===== src/design/hscr_consts.vh =====
// hscr_consts.vh: constants for the hypervisor system control register block
// assumes: included by bare name from design files, definitions only
`ifndef HSCR_CONSTS_VH
`define HSCR_CONSTS_VH

// coprocessor transfer selector for this register
`define HSCR_CP_NUM        4'hF
`define HSCR_OPC1          3'h4
`define HSCR_CRN           4'h1
`define HSCR_CRM           4'h0
`define HSCR_OPC2          3'h0

// processor mode encodings
`define HSCR_MODE_HYP      5'h1A
`define HSCR_MODE_MON      5'h16

// field positions
`define HSCR_BIT_EXC_ISET     30
`define HSCR_BIT_BYTE_ORDER   25
`define HSCR_BIT_LOW_LAT_IRQ  21
`define HSCR_BIT_WR_NO_EXEC   19
`define HSCR_BIT_I         12
`define HSCR_BIT_C         2
`define HSCR_BIT_A         1
`define HSCR_BIT_M         0

// bits that software may change
`define HSCR_WR_MASK       32'h42081007
// reserved bits that read as one
`define HSCR_RAO_MASK      32'h30C50878
// reset value of writable fields
`define HSCR_RESET_VAL     32'h00000000
// reset value of the read data register
`define HSCR_RDATA_RESET   32'h00000000
// reset value of the captured exception byte order
`define HSCR_EXC_E_RESET   1'b0

`endif


===== src/design/hscr_access_check.v =====
// hscr_access_check.v: decides whether a coprocessor transfer targets this
// register and whether the current mode may perform it
// assumes: mode and world flag are valid in the same cycle as the request
`timescale 1ns/100ps
`default_nettype none
`include "hscr_consts.vh"

module hscr_access_check (
   input  wire [3:0] cp_num,
   input  wire [2:0] cp_opc1,
   input  wire [3:0] cp_crn,
   input  wire [3:0] cp_crm,
   input  wire [2:0] cp_opc2,
   input  wire [4:0] cur_mode,
   input  wire       world_select_flag,
   output wire       sel_hit,
   output wire       mode_ok
);

   // address decode of the coprocessor selector
   assign sel_hit = (cp_num == `HSCR_CP_NUM) && (cp_opc1 == `HSCR_OPC1) &&
                    (cp_crn == `HSCR_CRN) && (cp_crm == `HSCR_CRM) &&
                    (cp_opc2 == `HSCR_OPC2);

   // hypervisor mode, or monitor mode in the non-secure world
   assign mode_ok = (cur_mode == `HSCR_MODE_HYP) ||
                    ((cur_mode == `HSCR_MODE_MON) && world_select_flag);

endmodule
`default_nettype wire


===== src/design/hscr_top.v =====
// hscr_top.v: hypervisor system control register with its control outputs
// assumes: single clock, requests synchronous, one transfer per cycle at most
//
// What this block does
// - Access allowed only in hypervisor mode, or monitor mode with non-secure flag.
// - Bit 30 picks instruction state for exceptions taken to hypervisor mode.
// - Exception entry loads program status endianness from bit 25.
// - Hypervisor table walks use byte order from bit 25.
// - Bit 21 unimplemented: reads zero, writes ignored.
// - Bit 19 set forces writable hypervisor translations to execute-never.
// - Bit 12 enables instruction caching for hypervisor accesses.
// - Bit 2 enables data and unified caches for hypervisor accesses.
// - Bit 1 enables alignment fault checking for hypervisor accesses.
// - Bit 0 enables stage-1 translation for hypervisor accesses.
`timescale 1ns/100ps
`default_nettype none
`include "hscr_consts.vh"

module hscr_top (
   input  wire        clk,
   input  wire        rst_b,
   input  wire        clk_en,
   input  wire        cp_valid,
   input  wire        cp_write,
   input  wire [3:0]  cp_num,
   input  wire [2:0]  cp_opc1,
   input  wire [3:0]  cp_crn,
   input  wire [3:0]  cp_crm,
   input  wire [2:0]  cp_opc2,
   input  wire [31:0] cp_wdata,
   input  wire [4:0]  cur_mode,
   input  wire        world_select_flag,
   input  wire        hyp_exc_entry,
   input  wire        xlat_write_perm,
   input  wire        xlat_exec_never_in,
   output wire        cp_ack,
   output wire        cp_undef,
   output reg  [31:0] cp_rdata,
   output wire        exception_instr_set_sel,
   output wire        hyp_exception_byte_order,
   output reg         exc_cpsr_e,
   output wire        walk_big_endian,
   output wire        xlat_exec_never,
   output wire        icache_en,
   output wire        dcache_en,
   output wire        align_check_en,
   output wire        stage1_xlat_en
);

   // synchronised reset copy
   reg         rst_meta_reg;
   reg         rst_sync_reg;
   wire        rst_int_b;

   // one flop per stored field; reserved positions keep no state
   reg         exc_iset_reg;
   reg         exc_iset_next;
   reg         byte_order_reg;
   reg         byte_order_next;
   reg         wr_no_exec_reg;
   reg         wr_no_exec_next;
   reg         icache_reg;
   reg         icache_next;
   reg         dcache_reg;
   reg         dcache_next;
   reg         align_reg;
   reg         align_next;
   reg         xlat_reg;
   reg         xlat_next;

   // next values of the read data and the captured exception byte order
   reg  [31:0] rdata_next;
   reg         exc_e_next;

   // selector decode and access strobes
   wire        sel_hit;
   wire        mode_ok;
   wire        req_live;
   wire        wr_strobe;
   wire        rd_strobe;
   wire        exc_strobe;
   wire [31:0] stored_word;

   // reset word of the writable fields
   localparam [31:0] RESET_WORD = `HSCR_RESET_VAL;

   // one field of a 32-bit word
   function field_bit;
      input [31:0]  word;
      input integer pos;
      begin
         field_bit = word[pos];
      end
   endfunction

   // stored fields placed at their positions, every other bit zero
   function [31:0] hscr_pack;
      input exc_iset;
      input byte_order;
      input wr_no_exec;
      input icache;
      input dcache;
      input align;
      input xlat;
      begin
         hscr_pack                        = 32'h00000000;
         hscr_pack[`HSCR_BIT_EXC_ISET]    = exc_iset;
         hscr_pack[`HSCR_BIT_BYTE_ORDER]  = byte_order;
         hscr_pack[`HSCR_BIT_LOW_LAT_IRQ] = 1'b0;
         hscr_pack[`HSCR_BIT_WR_NO_EXEC]  = wr_no_exec;
         hscr_pack[`HSCR_BIT_I]           = icache;
         hscr_pack[`HSCR_BIT_C]           = dcache;
         hscr_pack[`HSCR_BIT_A]           = align;
         hscr_pack[`HSCR_BIT_M]           = xlat;
      end
   endfunction

   // full register view: stored fields plus fixed reserved bits
   function [31:0] hscr_view;
      input [31:0] stored;
      begin
         hscr_view = (stored & `HSCR_WR_MASK) | `HSCR_RAO_MASK;
      end
   endfunction

   // reset release through two flip-flops
   always @(posedge clk or negedge rst_b) begin
      if (!rst_b) begin
         rst_meta_reg <= 1'b0;
         rst_sync_reg <= 1'b0;
      end else begin
         rst_meta_reg <= 1'b1;
         rst_sync_reg <= rst_meta_reg;
      end
   end
   assign rst_int_b = rst_sync_reg;

   hscr_access_check i_hscr_access_check (
      .cp_num            (cp_num),
      .cp_opc1           (cp_opc1),
      .cp_crn            (cp_crn),
      .cp_crm            (cp_crm),
      .cp_opc2           (cp_opc2),
      .cur_mode          (cur_mode),
      .world_select_flag (world_select_flag),
      .sel_hit           (sel_hit),
      .mode_ok           (mode_ok)
   );

   // handshake: accepted or refused in the request cycle
   assign req_live   = cp_valid && clk_en && sel_hit;
   assign cp_ack     = req_live && mode_ok;
   assign cp_undef   = req_live && !mode_ok;
   assign wr_strobe  = cp_ack && cp_write;
   assign rd_strobe  = cp_ack && !cp_write;
   assign exc_strobe = hyp_exc_entry && clk_en;

   // stored fields gathered into one word for the read path
   assign stored_word = hscr_pack(exc_iset_reg, byte_order_reg, wr_no_exec_reg, icache_reg,
                                  dcache_reg, align_reg, xlat_reg);

   // next field values: only an accepted write changes them
   always @* begin
      exc_iset_next   = exc_iset_reg;
      byte_order_next = byte_order_reg;
      wr_no_exec_next = wr_no_exec_reg;
      icache_next     = icache_reg;
      dcache_next     = dcache_reg;
      align_next      = align_reg;
      xlat_next       = xlat_reg;
      if (wr_strobe) begin
         exc_iset_next   = field_bit(cp_wdata, `HSCR_BIT_EXC_ISET);
         byte_order_next = field_bit(cp_wdata, `HSCR_BIT_BYTE_ORDER);
         wr_no_exec_next = field_bit(cp_wdata, `HSCR_BIT_WR_NO_EXEC);
         icache_next     = field_bit(cp_wdata, `HSCR_BIT_I);
         dcache_next     = field_bit(cp_wdata, `HSCR_BIT_C);
         align_next      = field_bit(cp_wdata, `HSCR_BIT_A);
         xlat_next       = field_bit(cp_wdata, `HSCR_BIT_M);
      end
   end

   // read data: register view as it stands before this edge
   always @* begin
      rdata_next = cp_rdata;
      if (rd_strobe) begin
         rdata_next = hscr_view(stored_word);
      end
   end

   // exception entry copies the current byte order into the status bit
   always @* begin
      exc_e_next = exc_cpsr_e;
      if (exc_strobe) begin
         exc_e_next = byte_order_reg;
      end
   end

   // field flops; reserved and unimplemented bits hold no state
   always @(posedge clk or negedge rst_int_b) begin
      if (!rst_int_b) begin
         exc_iset_reg   <= RESET_WORD[`HSCR_BIT_EXC_ISET];
         byte_order_reg <= RESET_WORD[`HSCR_BIT_BYTE_ORDER];
         wr_no_exec_reg <= RESET_WORD[`HSCR_BIT_WR_NO_EXEC];
         icache_reg     <= RESET_WORD[`HSCR_BIT_I];
         dcache_reg     <= RESET_WORD[`HSCR_BIT_C];
         align_reg      <= RESET_WORD[`HSCR_BIT_A];
         xlat_reg       <= RESET_WORD[`HSCR_BIT_M];
      end else if (clk_en) begin
         exc_iset_reg   <= exc_iset_next;
         byte_order_reg <= byte_order_next;
         wr_no_exec_reg <= wr_no_exec_next;
         icache_reg     <= icache_next;
         dcache_reg     <= dcache_next;
         align_reg      <= align_next;
         xlat_reg       <= xlat_next;
      end
   end

   // read data and captured exception byte order; frozen with the clock enable
   always @(posedge clk or negedge rst_int_b) begin
      if (!rst_int_b) begin
         cp_rdata   <= `HSCR_RDATA_RESET;
         exc_cpsr_e <= `HSCR_EXC_E_RESET;
      end else if (clk_en) begin
         cp_rdata   <= rdata_next;
         exc_cpsr_e <= exc_e_next;
      end
   end

   // control outputs steering the hypervisor context
   assign exception_instr_set_sel  = exc_iset_reg;
   assign hyp_exception_byte_order = byte_order_reg;
   assign walk_big_endian          = byte_order_reg;
   assign xlat_exec_never          = xlat_exec_never_in ||
                                     (wr_no_exec_reg && xlat_write_perm);
   assign icache_en                = icache_reg;
   assign dcache_en                = dcache_reg;
   assign align_check_en           = align_reg;
   assign stage1_xlat_en           = xlat_reg;

endmodule
`default_nettype wire


===== config.mk =====
export PLATFORM = sky130hd
export DESIGN_NAME = hscr_top
export DESIGN_NICKNAME = d
export VERILOG_FILES = /design/src/design/hscr_access_check.v /design/src/design/hscr_top.v
export VERILOG_INCLUDE_DIRS = /design/src /design/src/design
export SDC_FILE = /design/constraint.sdc
export NUM_CORES = 1
export LEC_CHECK = 0
export BUFFER_PORTS_ARGS = -buffer_cell sky130_fd_sc_hd__buf_2
export CAP_MARGIN = 10
export CORE_ASPECT_RATIO = 0.75
export CORE_UTILIZATION = 35
export DETAILED_ROUTE_END_ITERATION = 7
export PLACE_DENSITY = 0.79
export SLEW_MARGIN = 25
export SYNTH_ARGS = -nofsm -noshare
export SYNTH_HDL_FRONTEND = slang
export SYNTH_SLANG_ARGS = --single-unit

===== constraint.sdc =====
create_clock -name clk -period 1.4 [get_ports clk]
set_input_delay 0.28 -clock clk [delete_from_list [all_inputs] [get_ports clk]]
set_output_delay 0.28 -clock clk [all_outputs]
set_load 0.02 [all_outputs]

# Word level (Yosys, flattened, before mapping)
# Index checks and enable logic that the tools add are counted.
# classes
n_addsub,0
n_reduce_logical,22
div,0
multipliers,0
magnitude_cmp,0
n_mux,0
eq_ne,5
shifts,0
bitwise,0
# ops
operator,count
1-bit logical AND,13
5-bit equality test (second input constant),2
2-bit AND reduction,3
4-bit by 1-bit equality test with 1-bit output (second input constant),1
4-bit equality test (second input constant),1
4-bit zero test,1
3-bit equality test (second input constant),1
3-bit zero test,1
1-bit zero test,2
1-bit logical OR,2
# word_totals
elab_cells,38
ram_bits,0
out_inout_bits,43
input_bits,64
mem_bits_ro,0
mem_count,0
latchBits,0
reg_bits,28

# Longest topological paths before layout
# logic_depth
ltp_word,9
ltp_mapped,5
ltp_nobuf,4

# By module
# From an unflattened synthesis, not the netlist that was laid out.
# unflattened
hier_cells,79
area_unflattened_um2,985.9
# modules_own_cells
module,seq_area_each_um2,area_each_um2,cells_each,instances
hscr_top,450.4,913.4,69,1
hscr_access_check,0.0,72.6,10,1

# Worst setup path before layout
# OpenSTA, ideal clock, no wires.
# synth_path
path_kind,input to output
from,input cp_crn[1]
to,output cp_ack
arrival_ns,1.931
cell_stages,4
path_slack_ns,-0.811
t_required_ns,1.120
path_buffers,0
cell_sequence,and4bb_1 -> nand4_2 -> nand3b_1 -> a2111oi_0
# synth_between
elab_chain_cells,6
# synth_rtl
element,line_no,text
"start, declared",hscr_top.v:27,"input wire [3:0] cp_crn,"
4-bit by 1-bit equality test with 1-bit output (no line),--,
1-bit logical AND (3 in series),hscr_access_check.v:21,assign sel_hit = (cp_num == `HSCR_CP_NUM) && (cp_opc1 == `HSCR_OPC1) &&
1-bit logical AND,hscr_top.v:151,assign req_live = cp_valid && clk_en && sel_hit;
1-bit logical AND,hscr_top.v:152,assign cp_ack = req_live && mode_ok;
"end, declared",hscr_top.v:36,"output wire cp_ack,"
# No other way between the ends.

# Worst setup path after layout
# Same ends and word-level chain as after synthesis.

==> results.py <==
metrics = {
    "status": {
        "status": "complete, but fails checks",
        "violations": "setup timing",
    },
    "final_layout": {
        "largest_reg_flops": 8,
        "top_register": "cp_rdata",
        "drive_gt1_share_pct": 68.0,
        "fin_nets": 215,
        "area_growth_pct": 40.9,
        "fin_cells": 186,
        "diodes": 0,
    },
    "die": {
        "io_pins": 107,
        "start_util_pct": 38.8,
        "die_w_um": 65.7,
        "core-area_mm2": 0.00274,
        "num_rows": 16,
        "die_area_mm2": 0.00327,
        "die_height_um": 49.8,
    },
    "yosys": {
        "synthSimpleGateAreaFrac_pct": 14.9,
        "synth_mux_area_share_pct": 20.8,
        "syn_inst": 82,
        "synth_fa_ha_area_share_pct": 0,
        "synth-async-reset-ratio_pct": 100,
        "synth_edf_count": 0,
        "synth_area_leaders": "dfrtp_1 (42%), mux2_4 (20%), buf_4 (18%)",
        "ys_warn_count": 0,
        "yosysUniqueCellTypes": 24,
        "yosysTopAreaCell": "dfrtp_1",
        "syn_area_mm2": 0.00106,
        "synth_top_area_share_pct": 42.3,
        "ys_ff_latch": 18,
        "synth_area_per_cell_um2": 13.0,
        "synth_flop_cell": "dfrtp_1",
        "synth-xor-area-share_pct": 0,
        "yosysSeqAreaShare_pct": 42.3,
        "synth_compound_area_share_pct": 2.23,
        "synth_top_family_by_area": "multiplexers",
    },
    "hold_path": {
        "hold_path_class": "in2reg",
    },
    "global_route": {
        "grt-ovfl-total": 0,
        "grt_pass1_wl_mm": 3.86,
        "grt_antenna_before_repair": 0,
        "track_usage_pct": 16.0,
        "grt_pass1_vias": 830,
        "grt_max_degree": 17,
    },
    "critical_path": {
        "worst_setup_path_start_kind": "input pin",
        "path_max_fanout": 2,
        "crit_path_cell_trace": "buf_6 -> and4bb_1 -> nand4_4 -> nand3b_1 -> a2111oi_2 -> buf_2",
        "cp_data_arrival_time_ns": 1.48,
        "slowest_stage": "and4bb_1",
        "critPathMaxStageDelay_ns": 0.30,
        "path_class": "in2out",
        "critPathCaptureType": "primary output",
        "worst_ep_required_time_ns": 1.12,
    },
    "pwr": {
        "power_density_mw_per_mm2": 724,
        "finalPower_w": 0.00109,
        "ir_worst_vdd_v": 0.000676,
        "p_leak_nw": 0.876,
    },
    "routing": {
        "viasPerCell": 4.32,
        "drt_pass1_iterations": 3,
        "drt-initial-drc-count": 17,
        "vias": 804,
        "wl_per_cell_um": 13.4,
        "routed_wl_mm": 2.49,
        "antenna_left": 0,
        "drc": 0,
    },
    "clocking": {
        "clockBufferDepth": 2,
        "cts_tree": "yes",
        "cts_root_buf": "clkbuf_8",
        "cts_buffers": 3,
        "cts_max_level": 1,
        "cts.sinks": 18,
        "insertion_delay_ns": 0.25,
        "clk_pin_slew_worst_paths_ns": 0.07,
    },
    "sta": {
        "finalHoldViolations": 0,
        "slew_headroom_pct": 56.9,
        "final.setup.worst_slack_ns": -0.355,
        "slew_violations": 0,
        "timing.fmax_mhz": 570,
        "rsz0062_at_grt": "yes",
        "worst_slew_pin_slew_ns": 0.647,
        "finalClockSkew_ns": 0.00194,
        "finalCritPeriodShare_pct": 125,
        "timing.hold.ws_ns": 0.255,
        "setup_viol": 16,
        "min_period_ns": 1.76,
    },
    "place": {
        "place.gp.congestion": 0.735,
        "port_buffers": 67,
        "place_inst": 180,
    },
    "job": {
        "drv_cap": 0,
    },
}
==> where the power goes <==
| group | switching (W) | leakage [nW] | internal, W | total, W |
|---|---|---|---|---|
| clock | 0.000167 | 0.0288 | 0.000250 | 0.000417 |
| combinational | 0.0000750 | 0.600 | 0.0000628 | 0.000138 |
| sequential | 0.00000905 | 0.247 | 0.000523 | 0.000532 |
| total | 0.000251 | 0.876 | 0.000835 | 0.00109 |
==> worst paths after layout <==
path	slack, ns	depth (start not counted)	from	end
hold reg to reg	0.27	0	rst_int_b	exc_cpsr_e
max in group asynchronous	0.72	0	rst_int_b	cp_rdata[19]
setup reg to reg	0.57	1	hyp_exception_byte_order	cp_rdata[25]
setup / recovery	-0.36	6	cp_crn[1]	cp_ack
min in group asynchronous	0.27	0	rst_int_b	exc_cpsr_e
hold / removal	0.25	2	cp_wdata[1]	align_check_en
==> Yosys cell counts, types with 2 or more instances <==
library cell,n
a21o_1,2
buf_4,25
conb_1,2
dfrtp_1,18
mux2_4,14
nand3b_1,3
==> cell families after synthesis <==
kind of cell	Yosys count
other cells	2
compound gates	3
flops	18
simple gates	17
mux	15
buf+inv	27
==> timing repair <==
action,4_1_cts,5_1_grt
pin swaps,3,1
setup buffers,1,0
gates cloned,0,0
endpoints found under the hold margin,2,0
resized for setup,7,0
hold buffers,1,0
setup endpoints to repair,16,17
==> stage by stage <==
stage               util, %  cell area [um^2]  setup slack [ns]  setup TNS (ns)
finish                 54.7              1500            -0.355           -4.52
floorplan                 -              1130            -0.339           -4.85
CTS                    54.7              1500            -0.369           -4.34
global route           54.7              1500            -0.428           -5.33
global placement       50.5              1390            -0.434           -6.28
detailed placement     50.5              1390            -0.484           -7.11
==> layer usage <==
metal	vias up	part of all wire (%)	global-route usage, %
li1	379	-	-
met1	374	36	15.9
met2	43	54	30.1
met3	8	7.5	6.02
met4	0	2.7	4.71
met5	-	0	0
==> layout make-up <==
class                   count  area, um^2
clock buffers               4        55.1
well taps                  36        45.0
flip-flops and latches     18         450
inverters                   1        3.75
fillers                   256        1240
repair buffers             77         442
multi-input cells          50         504
==> cells in the final DEF, fill, tap and decap left out, drive strengths merged <==
master,instances
a2111oi,1
a21o,2
and4b,1
and4bb,1
buf,76
clkbuf,4
conb,15
dfrtp,18
dlygate4sd3,1
inv,1
mux2,15
nand2,1
nand2b,1
nand3,1
nand3b,3
nand4,1
nand4b,1
nor2,1
nor3b,1
nor4,2
nor4b,1
or2,1
or4,1
==> critical path: cells and delay by family <==
kind | cells | cell delay [ns]
AOI/OAI and AO/OA | 1 | 0.25
and+or+nand+nor | 3 | 0.63
buffers and inverters | 2 | 0.31
No activity file was read; power rests on OpenSTA's default activity.
